--- src/sensor_cfg_pkg.sv ---
// Purpose: Shared constants for the sensor register bank
// Assumes: 50 MHz system clock, 1.6 MHz internal timing tick
// Notes: Slots index the storage array
package sensor_cfg_pkg;
  // ==========================================================================
  // Bus and timing
  localparam logic [6:0] TARGET_ADDR = 7'h2B;
  localparam logic [3:0] BITS_PER_BYTE = 4'h8;
  localparam int CLK_HZ = 50_000_000;
  localparam int TICK_HZ = 1_600_000;
  localparam int ACC_GCD = 10_000;
  localparam logic [12:0] ACC_STEP = 13'(TICK_HZ / ACC_GCD);
  localparam logic [12:0] ACC_MOD = 13'(CLK_HZ / ACC_GCD);
  localparam int INT_UNIT_NS = 625;
  localparam int INT_UNIT_TICKS = INT_UNIT_NS * (TICK_HZ / 1000) / 1_000_000;
  localparam int LED_BASE_US = 2;
  localparam int LED_STEP_US = 1;
  localparam int LED_STEP_MA = 1;
  // ==========================================================================
  // Register offsets
  localparam logic [7:0] OFF_IRQ_EN = 8'h14;
  localparam logic [7:0] OFF_PROX_FLAGS = 8'h18;
  localparam logic [7:0] OFF_LOCK = 8'h83;
  localparam logic [7:0] OFF_TMO_FLAG = 8'h86;
  // ==========================================================================
  // Storage slots
  localparam int NUM_REGS = 33;
  localparam int S_L2_AVG = 0, S_L2_OSR = 1, S_L2_RATE = 2, S_L2_EN = 3, S_L2_GAIN = 4;
  localparam int S_AFE0 = 5, S_AFE1 = 6, S_AFE2 = 7, S_AFE3 = 8, S_L3_GAIN = 9;
  localparam int S_L4_GAIN = 10, S_LED_PULSE = 11, S_MS_ANA = 12, S_MS_DIG = 13;
  localparam int S_PERSIST = 16, S_HI1_LO = 17, S_HI1_HI = 18, S_LO1_LO = 19;
  localparam int S_LO1_HI = 20, S_BL_UP = 24, S_BL_LOW = 25, S_IDLE = 26, S_LOCK = 27;
  localparam int S_TMO = 28, S_IW_LO = 29, S_IW_HI = 30, S_LED_CUR = 31, S_IRQ_EN = 32;
  localparam logic [7:0] REG_OFFS [NUM_REGS] = '{
    8'h30, 8'h31, 8'h33, 8'h34, 8'h39, 8'h3A, 8'h3B, 8'h3C, 8'h3D, 8'h4A, 8'h4B,
    8'h53, 8'h5A, 8'h5B, 8'h60, 8'h61, 8'h62, 8'h64, 8'h65, 8'h66, 8'h67, 8'h6C,
    8'h6D, 8'h6E, 8'h6F, 8'h70, 8'h80, OFF_LOCK, 8'h84, 8'h87, 8'h88, 8'hE3, OFF_IRQ_EN};
  localparam logic [7:0] REG_RST [NUM_REGS] = '{
    8'h30, 8'h45, 8'h00, 8'h00, 8'h06, 8'h00, 8'h00, 8'h00, 8'h00, 8'h06, 8'h06,
    8'hF4, 8'h02, 8'h01, 8'h00, 8'h10, 8'h00, 8'hE8, 8'h03, 8'h68, 8'h01, 8'h00,
    8'h00, 8'h00, 8'h00, 8'h80, 8'h16, 8'h01, 8'h00, 8'h40, 8'h06, 8'h7F, 8'h02};
  localparam logic [7:0] REG_MASK [NUM_REGS] = '{
    8'h71, 8'hFF, 8'h07, 8'h01, 8'h0F, 8'hFF, 8'hFF, 8'hFF, 8'h01, 8'h0F, 8'h0F,
    8'hFF, 8'h0F, 8'h0F, 8'hFF, 8'hFF, 8'h03, 8'hFF, 8'hFF, 8'hFF, 8'hFF, 8'hFF,
    8'hFF, 8'h01, 8'hFF, 8'hFF, 8'h1F, 8'h5F, 8'hFF, 8'hFF, 8'h7F, 8'h7F, 8'h13};
  // ==========================================================================
  // Field positions
  localparam int CONT_BIT = 0, EN_BIT = 0, AVG_LSB = 4, OSR_LSB = 4;
  localparam int LED_PW_LSB = 2, LED_CUR_LSB = 3;
  localparam int IRQ_PROX_EN_BIT = 1, IRQ_RDCLR_BIT = 4;
  localparam int LOCK_LEVEL_BIT = 6, LOCK_MANCLR_BIT = 5, LOCK_TMO_EN_BIT = 2;
  localparam int TMO_FLAG_BIT = 1;
  localparam int NUM_PROX_FLAGS = 4;
  localparam logic [9:0] OSR_BASE = 10'h020;
  localparam logic [2:0] OSR_MAX_CODE = 3'h4;
  localparam logic [2:0] AVG_MAX_CODE = 3'h6;
  localparam logic [3:0] GAIN_MAX_CODE = 4'h6;
  localparam logic [3:0] MS_MAX_CODE = 4'h8;
  // Idle time per code, in 1.6 MHz ticks
  localparam logic [22:0] IDLE_TICKS [32] = '{
    23'h0, 23'h280, 23'h3C0, 23'h500, 23'h640, 23'hC80, 23'h1900, 23'h2580,
    23'h3200, 23'h3E80, 23'h4B00, 23'h5780, 23'h6400, 23'h7D00, 23'h9C40, 23'hBB80,
    23'hFA00, 23'h13880, 23'h17700, 23'h1D4C0, 23'h1F400, 23'h23280, 23'h27100,
    23'h4E200, 23'h75300, 23'h9C400, 23'h138800, 23'h186A00, 23'h271000,
    23'h30D400, 23'h493E00, 23'h61A800};
endpackage : sensor_cfg_pkg

--- src/optical_sensor_config_regs.sv ---
// Purpose: I2C target register bank for light and proximity setup
// Assumes: scl_i and sda_i synchronous to clk_i, far faster than the bus
// Notes: Open-drain pins are driven low only while the matching _oe_o is high
//
// Function
// (RL1) Bit 0 of light2 control selects continuous
// (RL2) Oversample codes 0..4 map to 32..512
// (RL3) Rate codes 0..7 map to 1..128 periods
// (RL4) Gain codes 1..6 decode 1X to 32X
// (RL5) Front-end offset is 25 bits, resets zero
// (RL6) LED pulse width is 2us plus N us
// (RL7) Multi-sample codes pick 1 to 256 samples
// (RL8) Threshold flag needs 1/2/4/8 consecutive hits
// (RL9) Idle code 0 none, else tick table
// (RL10) Lock bit 6 selects pulse or level interrupt
// (RL11) Writing lock bit 5 clears interrupt and flags
// (RL12) Interrupt pulse width counts 625 ns units
// (RL13) LED current field counts 1 mA steps
// (RL14) Answer only target address 0x2B
// (RL15) Register index advances after each byte
// (RL16) Standard writes and repeated-start reads supported
// (RL17) Read-clear enable clears flags on read
// (RL18) Four proximity threshold flags in status
// (RL19) In level mode, interrupt pin low while enabled flag pending
// (RL20) Timeout flag sets at count, sticks
module optical_sensor_config_regs (
  input wire logic clk_i,
  input wire logic nrst_i,
  input wire logic en_i,
  input wire logic scl_i,
  input wire logic sda_i,
  output logic sda_o,
  output logic sda_oe_o,
  input wire logic prox_sample_i,
  input wire logic [3:0] prox_cond_i,
  output logic interrupt_out_n_o,
  output logic interrupt_out_n_oe_o,
  output logic light2_continuous_o,
  output logic light2_enable_o,
  output logic [6:0] averaging_count_o,
  output logic [9:0] oversample_ratio_o,
  output logic [7:0] rate_interval_count_o,
  output logic [5:0] light2_gain_o,
  output logic [5:0] light3_gain_o,
  output logic [5:0] light4_gain_o,
  output logic [24:0] analog_front_end_offset_o,
  output logic [6:0] led_pulse_us_o,
  output logic [3:0] led_current_ma_o,
  output logic [8:0] analog_samples_o,
  output logic [8:0] digital_samples_o,
  output logic [22:0] idle_ticks_o,
  output logic [15:0] prox_high1_o,
  output logic [15:0] prox_low1_o,
  output logic [7:0] baseline_rise_limit_o,
  output logic [7:0] proximity_baseline_low_o
);
  // ==========================================================================
  // Decode helpers
  function automatic logic [5:0] gain_mult(input logic [3:0] code);
    gain_mult = 6'h00;
    if (code != 4'h0 && code <= sensor_cfg_pkg::GAIN_MAX_CODE) begin
      gain_mult = 6'(6'h01 << (code - 4'h1));
    end
  endfunction : gain_mult

  function automatic logic [8:0] samples(input logic [3:0] code);
    samples = 9'h100;
    if (code <= sensor_cfg_pkg::MS_MAX_CODE) begin
      samples = 9'(9'h001 << code);
    end
  endfunction : samples

  typedef enum logic [2:0] {ST_IDLE, ST_ADDR, ST_INDEX, ST_WRITE, ST_READ} i2c_state_t;

  logic [7:0] rf_q [sensor_cfg_pkg::NUM_REGS];
  i2c_state_t state_q;
  logic scl_q, sda_q;
  logic [3:0] bit_cnt_q;
  logic [7:0] rx_q, tx_q, index_q;
  logic ack_q, sda_oe_q;
  logic [3:0] prox_flags_q;
  logic tmo_flag_q;
  logic [12:0] acc_q;
  logic tick;
  logic [7:0] tmo_cnt_q;
  logic [15:0] pulse_cnt_q;
  logic pending_q, int_act_q;
  logic [3:0] prox_set;
  logic [3:0] persist_need;

  // ==========================================================================
  // Bus condition detection
  logic scl_rise, scl_fall, start_cond, stop_cond, byte_done, wr_stb, rd_load;
  assign scl_rise = scl_i & ~scl_q;
  assign scl_fall = ~scl_i & scl_q;
  assign start_cond = scl_i & scl_q & sda_q & ~sda_i;
  assign stop_cond = scl_i & scl_q & ~sda_q & sda_i;
  assign byte_done = scl_fall & (bit_cnt_q == sensor_cfg_pkg::BITS_PER_BYTE) & ~ack_q;
  assign wr_stb = byte_done & (state_q == ST_WRITE);
  // The next read byte is fetched as each acknowledge slot ends, except after a host NACK
  assign rd_load = scl_fall & ack_q & (state_q == ST_READ);

  always_ff @(posedge clk_i or negedge nrst_i) begin
    if (!nrst_i) begin
      scl_q <= 1'b1;
      sda_q <= 1'b1;
    end else if (en_i) begin
      scl_q <= scl_i;
      sda_q <= sda_i;
    end
  end

  // ==========================================================================
  // Read data
  logic [7:0] rd_data;
  always_comb begin
    rd_data = 8'h00;
    for (int i = 0; i < sensor_cfg_pkg::NUM_REGS; i++) begin
      if (index_q == sensor_cfg_pkg::REG_OFFS[i]) begin
        rd_data = rf_q[i];
      end
    end
    if (index_q == sensor_cfg_pkg::OFF_PROX_FLAGS) begin
      rd_data = {4'h0, prox_flags_q}; // see (RL18)
    end
    if (index_q == sensor_cfg_pkg::OFF_TMO_FLAG) begin
      rd_data[sensor_cfg_pkg::TMO_FLAG_BIT] = tmo_flag_q;
    end
  end

  // ==========================================================================
  // I2C target engine
  always_ff @(posedge clk_i or negedge nrst_i) begin
    if (!nrst_i) begin
      state_q <= ST_IDLE;
      bit_cnt_q <= 4'h0;
      rx_q <= 8'h00;
      tx_q <= 8'h00;
      ack_q <= 1'b0;
      sda_oe_q <= 1'b0;
    end else if (en_i) begin
      if (start_cond) begin
        // Repeated start lands here too, keeping the index for the read
        state_q <= ST_ADDR; // see (RL16)
        bit_cnt_q <= 4'h0;
        ack_q <= 1'b0;
        sda_oe_q <= 1'b0;
      end else if (stop_cond) begin
        state_q <= ST_IDLE;
        sda_oe_q <= 1'b0;
      end else if (scl_rise && state_q != ST_IDLE) begin
        if (bit_cnt_q < sensor_cfg_pkg::BITS_PER_BYTE) begin
          rx_q <= {rx_q[6:0], sda_i};
          bit_cnt_q <= bit_cnt_q + 4'h1;
        end else if (ack_q && state_q == ST_READ && sda_i) begin
          state_q <= ST_IDLE;
        end
      end else if (scl_fall && state_q != ST_IDLE) begin
        if (byte_done) begin
          ack_q <= 1'b1;
          case (state_q)
            ST_ADDR: begin
              if (rx_q[7:1] == sensor_cfg_pkg::TARGET_ADDR) begin // see (RL14)
                sda_oe_q <= 1'b1;
                state_q <= rx_q[0] ? ST_READ : ST_INDEX;
              end else begin
                state_q <= ST_IDLE;
              end
            end
            ST_INDEX: begin
              sda_oe_q <= 1'b1;
              state_q <= ST_WRITE;
            end
            ST_WRITE: begin
              sda_oe_q <= 1'b1;
            end
            default: begin
              sda_oe_q <= 1'b0;
            end
          endcase
        end else if (ack_q) begin
          ack_q <= 1'b0;
          bit_cnt_q <= 4'h0;
          if (state_q == ST_READ) begin
            tx_q <= rd_data;
            sda_oe_q <= ~rd_data[7];
          end else begin
            sda_oe_q <= 1'b0;
          end
        end else if (state_q == ST_READ) begin
          tx_q <= {tx_q[6:0], 1'b0};
          sda_oe_q <= ~tx_q[6];
        end
      end
    end
  end

  assign sda_o = 1'b0;
  assign sda_oe_o = sda_oe_q;

  always_ff @(posedge clk_i or negedge nrst_i) begin
    if (!nrst_i) begin
      index_q <= 8'h00;
    end else if (en_i) begin
      if (byte_done && state_q == ST_INDEX) begin
        index_q <= rx_q;
      end else if (wr_stb || rd_load) begin
        index_q <= index_q + 8'h01; // see (RL15)
      end
    end
  end

  // ==========================================================================
  // Register storage
  always_ff @(posedge clk_i or negedge nrst_i) begin
    if (!nrst_i) begin
      for (int i = 0; i < sensor_cfg_pkg::NUM_REGS; i++) begin
        rf_q[i] <= sensor_cfg_pkg::REG_RST[i];
      end
    end else if (en_i && wr_stb) begin
      for (int i = 0; i < sensor_cfg_pkg::NUM_REGS; i++) begin
        if (index_q == sensor_cfg_pkg::REG_OFFS[i]) begin
          rf_q[i] <= rx_q & sensor_cfg_pkg::REG_MASK[i];
        end
      end
    end
  end

  // ==========================================================================
  // Flags and persistence
  logic manual_clr, read_clr, tmo_wclr, tmo_en;
  // Manual clear bit is a command and is never stored
  assign manual_clr = wr_stb & (index_q == sensor_cfg_pkg::OFF_LOCK)
                      & rx_q[sensor_cfg_pkg::LOCK_MANCLR_BIT]; // see (RL11)
  assign read_clr = rd_load & (index_q == sensor_cfg_pkg::OFF_PROX_FLAGS)
                    & rf_q[sensor_cfg_pkg::S_IRQ_EN][sensor_cfg_pkg::IRQ_RDCLR_BIT]; // see (RL17)
  assign tmo_wclr = wr_stb & (index_q == sensor_cfg_pkg::OFF_TMO_FLAG)
                    & rx_q[sensor_cfg_pkg::TMO_FLAG_BIT];
  assign tmo_en = rf_q[sensor_cfg_pkg::S_LOCK][sensor_cfg_pkg::LOCK_TMO_EN_BIT];
  assign persist_need = 4'(4'h1 << rf_q[sensor_cfg_pkg::S_PERSIST][1:0]);

  for (genvar g = 0; g < sensor_cfg_pkg::NUM_PROX_FLAGS; g++) begin : g_persist
    logic [3:0] hits_q;
    // A run that already fired saturates, so one crossing raises the flag once
    assign prox_set[g] = prox_sample_i & prox_cond_i[g]
                         & (hits_q + 4'h1 == persist_need); // see (RL8)
    always_ff @(posedge clk_i or negedge nrst_i) begin
      if (!nrst_i) begin
        hits_q <= 4'h0;
      end else if (en_i && prox_sample_i) begin
        if (!prox_cond_i[g]) begin
          hits_q <= 4'h0;
        end else if (hits_q < persist_need) begin
          hits_q <= hits_q + 4'h1;
        end
      end
    end
  end

  always_ff @(posedge clk_i or negedge nrst_i) begin
    if (!nrst_i) begin
      prox_flags_q <= 4'h0;
    end else if (en_i) begin
      // Set wins over a clear in the same cycle
      prox_flags_q <= (prox_flags_q & ~{4{manual_clr | read_clr}}) | prox_set; // see (RL18)
    end
  end

  // ==========================================================================
  // Timing tick and timeout
  always_ff @(posedge clk_i or negedge nrst_i) begin
    if (!nrst_i) begin
      acc_q <= 13'h0000;
    end else if (en_i) begin
      if (acc_q + sensor_cfg_pkg::ACC_STEP >= sensor_cfg_pkg::ACC_MOD) begin
        acc_q <= acc_q + sensor_cfg_pkg::ACC_STEP - sensor_cfg_pkg::ACC_MOD;
      end else begin
        acc_q <= acc_q + sensor_cfg_pkg::ACC_STEP;
      end
    end
  end
  assign tick = acc_q + sensor_cfg_pkg::ACC_STEP >= sensor_cfg_pkg::ACC_MOD;

  logic tmo_hit;
  assign tmo_hit = tmo_en & ~tmo_flag_q & tick & (tmo_cnt_q == rf_q[sensor_cfg_pkg::S_TMO]);

  always_ff @(posedge clk_i or negedge nrst_i) begin
    if (!nrst_i) begin
      tmo_cnt_q <= 8'h00;
    end else if (en_i) begin
      if (!tmo_en || tmo_flag_q || tmo_hit) begin
        tmo_cnt_q <= 8'h00;
      end else if (tick) begin
        tmo_cnt_q <= tmo_cnt_q + 8'h01;
      end
    end
  end

  always_ff @(posedge clk_i or negedge nrst_i) begin
    if (!nrst_i) begin
      tmo_flag_q <= 1'b0;
    end else if (en_i) begin
      if (tmo_hit) begin
        tmo_flag_q <= 1'b1; // see (RL20)
      end else if (manual_clr || tmo_wclr) begin
        tmo_flag_q <= 1'b0;
      end
    end
  end

  // ==========================================================================
  // Interrupt pin
  logic pending, level_mode;
  logic [15:0] pulse_len;
  assign pending = (|prox_flags_q & rf_q[sensor_cfg_pkg::S_IRQ_EN][sensor_cfg_pkg::IRQ_PROX_EN_BIT])
                   | (tmo_flag_q & tmo_en);
  assign level_mode = rf_q[sensor_cfg_pkg::S_LOCK][sensor_cfg_pkg::LOCK_LEVEL_BIT];
  assign pulse_len = 16'({rf_q[sensor_cfg_pkg::S_IW_HI][6:0], rf_q[sensor_cfg_pkg::S_IW_LO]}
                         * sensor_cfg_pkg::INT_UNIT_TICKS); // see (RL12)

  always_ff @(posedge clk_i or negedge nrst_i) begin
    if (!nrst_i) begin
      pending_q <= 1'b0;
      pulse_cnt_q <= 16'h0000;
    end else if (en_i) begin
      pending_q <= pending;
      if (manual_clr) begin
        pulse_cnt_q <= 16'h0000;
      end else if (pending && !pending_q) begin
        pulse_cnt_q <= pulse_len;
      end else if (tick && pulse_cnt_q != 16'h0000) begin
        pulse_cnt_q <= pulse_cnt_q - 16'h0001;
      end
    end
  end

  always_ff @(posedge clk_i or negedge nrst_i) begin
    if (!nrst_i) begin
      int_act_q <= 1'b0;
    end else if (en_i) begin
      if (level_mode) begin
        int_act_q <= pending; // see (RL10) (RL19)
      end else begin
        int_act_q <= (pulse_cnt_q != 16'h0000) & ~manual_clr; // see (RL10)
      end
    end
  end

  assign interrupt_out_n_o = ~int_act_q;
  assign interrupt_out_n_oe_o = int_act_q;

  // ==========================================================================
  // Decoded configuration outputs
  logic [2:0] osr_code, avg_code;
  assign osr_code = rf_q[sensor_cfg_pkg::S_L2_OSR][sensor_cfg_pkg::OSR_LSB +: 3];
  assign avg_code = rf_q[sensor_cfg_pkg::S_L2_AVG][sensor_cfg_pkg::AVG_LSB +: 3];

  always_ff @(posedge clk_i or negedge nrst_i) begin
    if (!nrst_i) begin
      light2_continuous_o <= 1'b0;
      light2_enable_o <= 1'b0;
      averaging_count_o <= 7'h00;
      oversample_ratio_o <= 10'h000;
      rate_interval_count_o <= 8'h00;
      light2_gain_o <= 6'h00;
      light3_gain_o <= 6'h00;
      light4_gain_o <= 6'h00;
      analog_front_end_offset_o <= 25'h0000000;
      led_pulse_us_o <= 7'h00;
      led_current_ma_o <= 4'h0;
      analog_samples_o <= 9'h000;
      digital_samples_o <= 9'h000;
      idle_ticks_o <= 23'h000000;
      prox_high1_o <= 16'h0000;
      prox_low1_o <= 16'h0000;
      baseline_rise_limit_o <= 8'h00;
      proximity_baseline_low_o <= 8'h00;
    end else if (en_i) begin
      light2_continuous_o <= rf_q[sensor_cfg_pkg::S_L2_AVG][sensor_cfg_pkg::CONT_BIT]; // see (RL1)
      light2_enable_o <= rf_q[sensor_cfg_pkg::S_L2_EN][sensor_cfg_pkg::EN_BIT];
      averaging_count_o <= (avg_code <= sensor_cfg_pkg::AVG_MAX_CODE)
                           ? 7'(7'h01 << avg_code) : 7'h40;
      oversample_ratio_o <= (osr_code <= sensor_cfg_pkg::OSR_MAX_CODE)
                            ? 10'(sensor_cfg_pkg::OSR_BASE << osr_code) : 10'h200; // see (RL2)
      rate_interval_count_o <= 8'(8'h01 << rf_q[sensor_cfg_pkg::S_L2_RATE][2:0]); // see (RL3)
      light2_gain_o <= gain_mult(rf_q[sensor_cfg_pkg::S_L2_GAIN][3:0]); // see (RL4)
      light3_gain_o <= gain_mult(rf_q[sensor_cfg_pkg::S_L3_GAIN][3:0]); // see (RL4)
      light4_gain_o <= gain_mult(rf_q[sensor_cfg_pkg::S_L4_GAIN][3:0]); // see (RL4)
      analog_front_end_offset_o <= {rf_q[sensor_cfg_pkg::S_AFE3][0], rf_q[sensor_cfg_pkg::S_AFE2],
                                    rf_q[sensor_cfg_pkg::S_AFE1],
                                    rf_q[sensor_cfg_pkg::S_AFE0]}; // see (RL5)
      led_pulse_us_o <= 7'(sensor_cfg_pkg::LED_BASE_US + sensor_cfg_pkg::LED_STEP_US
                        * int'(rf_q[sensor_cfg_pkg::S_LED_PULSE][7:sensor_cfg_pkg::LED_PW_LSB]));
      // see (RL6)
      led_current_ma_o <= 4'(sensor_cfg_pkg::LED_STEP_MA
                          * int'(rf_q[sensor_cfg_pkg::S_LED_CUR][6:sensor_cfg_pkg::LED_CUR_LSB]));
      // see (RL13)
      analog_samples_o <= samples(rf_q[sensor_cfg_pkg::S_MS_ANA][3:0]); // see (RL7)
      digital_samples_o <= samples(rf_q[sensor_cfg_pkg::S_MS_DIG][3:0]); // see (RL7)
      idle_ticks_o <= sensor_cfg_pkg::IDLE_TICKS[rf_q[sensor_cfg_pkg::S_IDLE][4:0]]; // see (RL9)
      prox_high1_o <= {rf_q[sensor_cfg_pkg::S_HI1_HI], rf_q[sensor_cfg_pkg::S_HI1_LO]};
      prox_low1_o <= {rf_q[sensor_cfg_pkg::S_LO1_HI], rf_q[sensor_cfg_pkg::S_LO1_LO]};
      baseline_rise_limit_o <= rf_q[sensor_cfg_pkg::S_BL_UP];
      proximity_baseline_low_o <= rf_q[sensor_cfg_pkg::S_BL_LOW];
    end
  end
endmodule : optical_sensor_config_regs

--- config.mk ---
export PLATFORM = sky130hd
export DESIGN_NAME = optical_sensor_config_regs
export DESIGN_NICKNAME = d
export VERILOG_FILES = /design/src/sensor_cfg_pkg.sv /design/src/optical_sensor_config_regs.sv
export SDC_FILE = /design/constraint.sdc
export NUM_CORES = 1
export LEC_CHECK = 0
export BUFFER_PORTS_ARGS = -buffer_cell sky130_fd_sc_hd__buf_2
export CORE_MARGIN = 1
export CORE_UTILIZATION = 61
export DETAILED_ROUTE_END_ITERATION = 12
export GPL_TIMING_DRIVEN = 0
export PLACE_DENSITY = 0.83
export SLEW_MARGIN = 20
export SYNTH_ARGS = -nofsm -noshare
export SYNTH_HDL_FRONTEND = slang
export SYNTH_SLANG_ARGS = --single-unit
--- constraint.sdc ---
create_clock -name clk_i -period 3.05 [get_ports clk_i]
set_input_delay 0.1525 -clock clk_i [delete_from_list [all_inputs] [get_ports clk_i]]
set_output_delay 0.1525 -clock clk_i [all_outputs]
set_load 0.02 [all_outputs]
Word level (Yosys, flattened, before mapping)
Memories as Yosys holds them, arrays and structs flattened. A register that Yosys moved wholly into a read port is not among the register bits. Cells that the tools add are included.

Flip-flop bits (word level): 437. Word-level logic and storage cells: 398. Output and inout bits: 174. Bits in read-only memories: 736. Input bits: 10. Memories kept: 1.

Memory list: (name not given) (depth 32, bits a word 23, read ports 1, clocked after Yosys merged registers in 1, write ports 0, RTL line optical_sensor_config_regs.sv:400) `idle_ticks_o <= sensor_cfg_pkg::IDLE_TICKS[rf_q[sensor_cfg_pkg::S_IDLE][4:0]];`.

Reductions and logical operators: 85. Add/subtract/negate cells: 14. Bitwise operators: 52. Shift operators: 9. Order comparisons: 13. Eq/ne operators: 58. Multiplexer cells: 96.

Operators with widths (count): $mux W8 (37); $eq A8 B7 Y1 const B (17); $reduce_and A2 Y1 (41); $eq A8 B6 Y1 const B (9); $mux W4 (15); $eq A8 B8 Y1 const B (7); $mux W16 (3); $mux W7 (5); $and A1 B1 Y1 (32); $mux W3 (9); $add A4 B1 Y4 const B (5); $reduce_bool A4 Y1 (5); $mux W1 (18); $mux W6 (3); $mux W9 (2); $shl A1 B4 Y6 const A (3); $shl A1 B4 Y9 const A (2); $add A8 B1 Y8 const B (2); $eq A4 B4 Y1 (4); $eq A8 B5 Y1 const B (2); $lt A4 B4 Y1 (4); $reduce_bool A16 Y1 (1); $sub A16 B1 Y16 const B (1); $reduce_bool A3 Y1 (5); other kinds (47) (95).

Longest topological paths before layout
Gate-level depths: netlist of run 1.

Depth after elaboration: 43. Depth in mapped cells: 12. Gate-level depth less buffers: 11.

Worst setup path before layout of run 1
No wires, ideal clock.

Path kind: reg-to-reg. From: register rf_q[128] (netlist bit). To: register g_persist[3].hits_q[3]. Stages on the path, launching flop included: 13. Path slack: 418 ps. Setup time: 129 ps. Data required time: 2921 ps. Arrival time: 2503 ps. Path buffers: 1. Period minus slack after synthesis: 2632 ps. Cell sequence: dfrtp_1 -> clkbuf_1 -> clkinv_1 -> nor2_1 -> inv_1 -> ha_1 -> nor2b_1 -> o21a_1 -> o21ai_0 -> and2_1 -> o21ai_0 -> o21ai_0 -> o31ai_1.

Longest elaborated chain between the ends: 4.

Ends and longest elaborated chain: start: declaration (RTL line optical_sensor_config_regs.sv:75) `logic [7:0] rf_q [sensor_cfg_pkg::NUM_REGS];`; start signal: indexed assignment (RTL line optical_sensor_config_regs.sv:218) `rf_q[i] <= sensor_cfg_pkg::REG_RST[i];`; start signal: indexed assignment (RTL line optical_sensor_config_regs.sv:223) `rf_q[i] <= rx_q & sensor_cfg_pkg::REG_MASK[i];`; $shl A1 B2 Y4 (RTL line optical_sensor_config_regs.sv:240) `assign persist_need = 4'(4'h1 << rf_q[sensor_cfg_pkg::S_PERSIST][1:0]);`; $lt A4 B4 Y1 (RTL line optical_sensor_config_regs.sv:253) `end else if (hits_q < persist_need) begin`; $ne A2 B1 Y1 (no line); $reduce_and A2 Y1 (no line); end signal: assignment (RTL line optical_sensor_config_regs.sv:254) `hits_q <= hits_q + 4'h1;`; end: declaration (RTL line optical_sensor_config_regs.sv:243) `logic [3:0] hits_q;`.

No other way between the ends. A chain may end at the register's enable or synchronous reset.

Final worst setup path of run 1
From: register index_q[7]. To: register tx_q[3].

Longest elaborated chain between the ends: 36. Elaborated cells between the ends (all ways): 68. Classes of those cells: eq/ne (33); mux (35).

Ends and longest elaborated chain: start: declaration (RTL line optical_sensor_config_regs.sv:79) `logic [7:0] rx_q, tx_q, index_q;`; start signal: assignment (RTL line optical_sensor_config_regs.sv:206) `index_q <= rx_q;`; start signal: assignment (RTL line optical_sensor_config_regs.sv:208) `index_q <= index_q + 8'h01;`; $eq A8 B6 Y1 (RTL line optical_sensor_config_regs.sv:119) `if (index_q == sensor_cfg_pkg::REG_OFFS[i]) begin`; $mux W8 (32 in a row) (RTL line optical_sensor_config_regs.sv:119); $mux W8 * (RTL line optical_sensor_config_regs.sv:123) `if (index_q == sensor_cfg_pkg::OFF_PROX_FLAGS) begin`; $mux W7 * (RTL line optical_sensor_config_regs.sv:184) `if (state_q == ST_READ) begin`; $mux W7 * (RTL line optical_sensor_config_regs.sv:181) `end else if (ack_q) begin`; end signal: assignment (RTL line optical_sensor_config_regs.sv:185) `tx_q <= rd_data;`; end signal: assignment (RTL line optical_sensor_config_regs.sv:191) `tx_q <= {tx_q[6:0], 1'b0};`; end: declaration (RTL line optical_sensor_config_regs.sv:79).

Every way passes the cells marked *; elsewhere a longest branch is shown, timed or not. The select of a mux whose other input is x is not followed.

==> impl_metrics.tcl, run 1 <==
set metrics [dict create \
    routed_wl_mm 76.7 \
    clkTransAtPathRegs_ns 0.06 \
    clockPowerShare 0.438 \
    start_util 0.626 \
    synthDistinctLibCells 100 \
    async_flop_share 1.00 \
    detail_route.wl_per_cell_um 25.8 \
    post_drt_via_cell_ratio 6.63 \
    worst_slack_ns 0.00842 \
    synth_xor_area_frac 0.0152 \
    drt_iter0_markers 2003 \
    cp_max_fo 10 \
    htreeDepth 2 \
    setup_viol 0 \
    crit_end "tx_q[3]" \
    synth_mux_area_frac 0.151 \
    cts.sinks 446 \
    startpoint "index_q[7]" \
    diodes 0 \
    switching_power_w 0.00397 \
    antenna_found_initial 0 \
    hpwl_mm 55.0 \
    grt_pass1_vias 19400 \
    synth-edff-count 0 \
    period_minus_slack_ns 3.04 \
    yosys_register_bits 446 \
    pwr-share-seq 0.431 \
    grt_usage 0.398 \
    area_growth_pct 15.7 \
    synthesis.area_um2 23100 \
    swShare 0.269 \
    yosysWarnings 0 \
    synth_area_leader_cell "dfrtp_1" \
    critPathCaptureType "flop" \
    final_nets 2484 \
    finalPower_w 0.0148 \
    synthSimpleGateAreaFrac 0.143 \
    fp.dieH_um 197 \
    outcome "complete, no violations" \
    netlist_top_cells_area "dfrtp_1, mux2_2, dfstp_2, o21ai_0, nand2_1" \
    r2r_start "index_q[7]" \
    powerDensity_nw_per_um2 551 \
    final_common_cell "dfrtp_1" \
    start_kind "flop" \
    worstMarginPinSlew_ns 1.11 \
    rrSetupSlack_ns 0.008 \
    combPwrFrac 0.131 \
    nFillCells 2676 \
    synth-adder-area-share 0.0227 \
    dieArea_um2 38700 \
    grt_max_degree 106 \
    rows 70 \
    place.gp.congestion 0.995 \
    vias 19700 \
    cts_buffer_depth 3 \
    drive_gt1_frac 0.297 \
    cts_tree "built" \
    port_buffers 171 \
    synth_seq_area_share 0.485 \
    synth.avg_cell_area_um2 10.5 \
    synth_compound_area_frac 0.140 \
    clk_latency_ns 0.62 \
    setup.worst_path.class "flop to flop" \
    die_w_um 197 \
    root_buffer "clkbuf_16" \
    pin_count 184 \
    yosysTopAreaCellShare 0.432 \
    skew_ns 0.0335 \
    drc 0 \
    ff_latch_area_um2 11200 \
    fin_tns_setup_ns 0 \
    hold_viol 0 \
    grt_pass1_wl_mm 117 \
    synthCells 2194 \
    min-delay-start "prox_cond_i[2]" \
    coreArea_um2 37000 \
    numCtsBuffers 48 \
    synth_top_family_by_area "multiplexers" \
    fin_util 0.724 \
    multiInputGateArea_um2 11100 \
    p_int_w 0.0108 \
    r2r_end "tx_q[3]" \
    layout_common_cells "dfrtp_1, mux2_2, buf_2, nand2_1, o21ai_0" \
    place_ws_ns -0.582 \
    r2r_cells 10 \
    first_pass_iters 5 \
    vdd_drop_max_mv 0.630 \
    hold_path.class "input port to flop" \
    holdWs_ns 0.0157 \
    fmax_mhz 329 \
    synthFlopType "dfrtp_1" \
    worst-endpoint-required_ns 3.52 \
    arrival_ns 3.51 \
    slew_violations 0 \
    antenna_left 0 \
    leakagePower_nw 12.6 \
    drv_cap 0 \
    fin_crit_sh 0.997 \
    grt-ovfl-total 0 \
    slew_headroom 0.251 \
]
[layer usage]
layer  up-vias  GRT usage  share of wire
li1       8462          -              -
met1      9955      0.540           0.40
met2      1094      0.628           0.46
met3       227     0.0770          0.091
met4         0      0.167          0.044
met5         -          0              0
[logic make-up after synthesis]
kind of cell	Yosys count
compound gates	495
buf+inv	234
flops	446
other cells	1
simple gates	628
xor+xnor	38
fa+ha+maj	42
mux	310
[synth_stat cells, types with 11 or more instances]
| library cell | n |
|---|---|
| nor2b_1 | 31 |
| a22oi_1 | 17 |
| o211ai_1 | 13 |
| and2_1 | 13 |
| nand4_1 | 26 |
| dfstp_2 | 47 |
| nand3_1 | 72 |
| inv_1 | 83 |
| buf_4 | 17 |
| nand2_1 | 159 |
| a31oi_1 | 21 |
| nor4_1 | 14 |
| o21ai_0 | 147 |
| dfrtp_1 | 399 |
| a21oi_1 | 92 |
| clkbuf_1 | 88 |
| nand2b_1 | 25 |
| nor2_1 | 134 |
| xnor2_1 | 27 |
| o2bb2ai_1 | 18 |
| nor3_1 | 38 |
| buf_1 | 18 |
| buf_2 | 18 |
| o22ai_1 | 17 |
| mux2_2 | 300 |
| o21ai_1 | 11 |
| a221oi_1 | 23 |
| and3_1 | 32 |
| ha_1 | 42 |
| o31ai_1 | 14 |
| nand3b_1 | 11 |
[through the flow]
step	std cells	cell area, um2
4_1_cts	2977	26700
2_1_floorplan	2205	23200
3_5_place_dp	2884	24800
3_3_place_gp	2880	24700
5_1_grt	2976	26800
6_report	2976	26800
[power groups by stage]
stage          logic [W]  registers (W)  clock network (W)
2_1_floorplan    0.00131        0.00642                  0
3_3_place_gp     0.00179        0.00644                  0
3_5_place_dp     0.00189        0.00645                  0
4_1_cts          0.00192        0.00635            0.00647
5_1_grt          0.00215        0.00638            0.00671
6_report         0.00193        0.00636            0.00646
[area by class of cell]
| class | instances | area share |
|---|---|---|
| clock buffer | 67 | 0.0525 |
| clock inverter | 23 | 0.0135 |
| inverter | 87 | 0.0124 |
| buffer | 144 | 0.0262 |
| tap | 504 | 0.0236 |
| sequential | 446 | 0.419 |
| multi-input combinational | 1525 | 0.415 |
| timing repair buffer | 180 | 0.0381 |
[sequential cells by signal, indices dropped and copies added, names as in the netlist, 8 cells and up]
signal                     count
rf_q                         189
rate_interval_count_o          8
analog_front_end_offset_o     25
g_persist.hits_q              16
rx_q                           8
baseline_rise_limit_o          8
index_q                        8
idle_ticks_o                  17
acc_q                         10
analog_samples_o               9
pulse_cnt_q                   16
digital_samples_o              9
proximity_baseline_low_o       8
tmo_cnt_q                      8
prox_low1_o                   16
prox_high1_o                  16
[worst max-delay path: stages, from the launching register on]
cell and delay [ns]:
dfrtp_1 0.43, clkbuf_2 0.24, nand4bb_2 0.33, buf_2 0.31, nor2_1 0.13, buf_2 0.21, a22oi_1 0.27, o211ai_1 0.23
a211o_1 0.33, a31oi_1 0.31, o21ai_1 0.09
[worst min-delay path by stage]
stage | endpoint | slack (ns) | cells past startpoint
after floorplan | acc_q[10] | -0.14 | 0
final | prox_flags_q[2] | 0.02 | 4
after detailed placement | idle_ticks_o[19] | 0.14 | 1
after global routing | prox_flags_q[2] | 0.04 | 4
after CTS | prox_flags_q[2] | 0.007 | 4
after global placement | scl_q | 0.43 | 3
[what timing repair did]
action                                 in CTS  in global routing
endpoints found under the hold margin      68                  0
resized for setup                          33                 37
setup buffers                               0                  2
hold buffers                                3                  0
pin swaps                                   0                  0
setup endpoints to repair                  70                 44
No activity file was read; power rests on OpenSTA's default activity.
==> run 2: changes to the inputs <==
--- a/config.mk
+++ b/config.mk
@@ -7,10 +7,11 @@
 export LEC_CHECK = 0
 export BUFFER_PORTS_ARGS = -buffer_cell sky130_fd_sc_hd__buf_2
 export CORE_MARGIN = 1
-export CORE_UTILIZATION = 61
+export CORE_UTILIZATION = 60
 export DETAILED_ROUTE_END_ITERATION = 12
 export GPL_TIMING_DRIVEN = 0
-export PLACE_DENSITY = 0.83
+export MAX_ROUTING_LAYER = met4
+export PLACE_DENSITY = 0.82
 export SLEW_MARGIN = 20
 export SYNTH_ARGS = -nofsm -noshare
 export SYNTH_HDL_FRONTEND = slang
==> run 2 against run 1 <==
  * The run now ends with negative setup slack left
  * Via count fell by 0.67%
  * Sequential cell count stayed put
  * Die area up 1.6%
  * Combinational power about the same
  * Core utilization is 2.2 points lower
  * Sequential power is essentially flat
  * Critical endpoint is now tx_q[4]
  * Largest cell class unchanged
==> impl_metrics.tcl, run 2 (synthesis results as in run 1) <==
set metrics [dict create \
    regMostFlops "rf_q" \
    hpwl_mm 55.4 \
    fin_util 0.703 \
    first_pass_iters 7 \
    start_util 0.611 \
    place.gp.congestion 1.01 \
    worst-endpoint-required_ns 3.57 \
    drc 0 \
    cpMostUsedCell "o21ai_0" \
    top_regs "rf_q x189, analog_front_end_offset_o x25, idle_ticks_o x17" \
    routed_wl_mm 77.4 \
    fp.dieH_um 198 \
    setup.worst_path.class "flop to flop" \
    final_nets 2487 \
    rsz0062_at_grt "yes" \
    area_growth_pct 14.9 \
    r2r_cells 11 \
    crit_end "tx_q[4]" \
    min-delay-start "prox_cond_i[3]" \
    dieArea_um2 39400 \
    grt_max_degree 103 \
    cts_buffer_depth 3 \
    final_common_cell "dfrtp_1" \
    drv_cap 0 \
    coreArea_um2 37800 \
    critPathCaptureType "flop" \
    vdd_drop_max_mv 0.565 \
    detail_route.wl_per_cell_um 25.9 \
    post_drt_via_cell_ratio 6.57 \
    antenna_found_initial 0 \
    drive_gt1_frac 0.296 \
    htreeDepth 2 \
    slew_headroom 0.290 \
    rows 71 \
    root_buffer "clkbuf_16" \
    hold_path.class "input port to flop" \
    start_kind "flop" \
    cts_tree "built" \
    cp_max_fo 10 \
    setup_viol 2 \
    antenna_left 0 \
    slew_violations 0 \
    critPathSlowestCell "o21ai_0" \
    r2r_start "index_q[0]" \
    worst_slack_ns -0.0351 \
    outcome "finished, violations left" \
    fmax_mhz 324 \
    pin_count 184 \
    port_buffers 171 \
    leakagePower_nw 12.5 \
    final_cells 2984 \
    max_stage_delay_ns 0.47 \
    layout_common_cells "dfrtp_1, mux2_2, buf_2, nand2_1, o21ai_0" \
    clkTransAtPathRegs_ns 0.06 \
    arrival_ns 3.61 \
    period_minus_slack_ns 3.09 \
    crit_chain "inv_1, ha_1, buf_2, clkbuf_2, nand2_1, o21ai_0, a221oi_1, o21ai_0, a21oi_2, o21ai_0, a221o_1" \
    startpoint "index_q[0]" \
    clk_latency_ns 0.61 \
    worstMarginPinSlew_ns 1.06 \
    skew_ns 0.0291 \
    drt_iter0_markers 1762 \
    numCtsBuffers 47 \
    place_ws_ns -0.611 \
    dpl.cell_count 2891 \
    grt_pass1_wl_mm 116 \
    largest_reg_flops 189 \
    r2r_end "tx_q[4]" \
    vias 19600 \
    cts.sinks 446 \
    hold_viol 0 \
    grt-ovfl-total 0 \
    rrSetupSlack_ns -0.04 \
    grt_usage 0.408 \
    violations "negative setup slack" \
    powerDensity_nw_per_um2 529 \
    grt_pass1_vias 18600 \
    fin_crit_sh 1.01 \
    die_w_um 198 \
]
## run 2: worst min path at each step
stage	to	slack, ns	depth (start not counted)
global route	prox_flags_q[3]	0.06	4
finish	prox_flags_q[3]	0.04	4
CTS	prox_flags_q[3]	0.02	4
floorplan	acc_q[10]	-0.14	0
detailed placement	idle_ticks_o[21]	0.14	1
global placement	scl_q	0.43	3
## run 2: report_power, final
part           total [W]  internal, W  switching, W
clock            0.00578      0.00332       0.00246
sequential       0.00636      0.00613      0.000234
combinational    0.00193     0.000733       0.00120
## run 2: worst max-delay path, delay by kind of cell (launching register included)
kind	cells	cell delay, ns
DFF	1	0.46
buffers and inverters	3	0.70
AOI/OAI and AO/OA	6	1.63
adders and majority gates	1	0.14
and+or+nand+nor	1	0.08
## run 2: stage by stage
step                cell area [um2]  hold slack, ns  power (W)  setup TNS, ns
CTS                           26500          0.0174     0.0141              0
global route                  26600          0.0588     0.0145        -0.0167
floorplan                     23200          -0.143    0.00773              0
finish                        26600          0.0360     0.0141        -0.0569
global placement              24700           0.427    0.00823       -2884.37
detailed placement            24800           0.144    0.00834         -34.42
## run 2: layout make-up
class,count,area (um2)
inverter,87,334
antenna,1,2.50
timing repair buffer,184,1050
buffer,144,694
clock buffer,68,1380
multi-input combinational,1525,11100
fill,2873,11300
sequential,446,11200
clock inverter,18,163
tap,511,639
## run 2: timing repair
action,in CTS,in global routing
setup endpoints to repair,45,42
hold endpoints to repair,71,0
cloned,0,0
resized for setup,31,31
hold buffers,3,0
buffers inserted,0,6
## run 2: routing by layer
layer | GRT usage | part of all wire
met1 | 0.538 | 0.41
met5 | - | 0
met4 | 0.198 | 0.050
met2 | 0.612 | 0.46
met3 | 0.0736 | 0.085
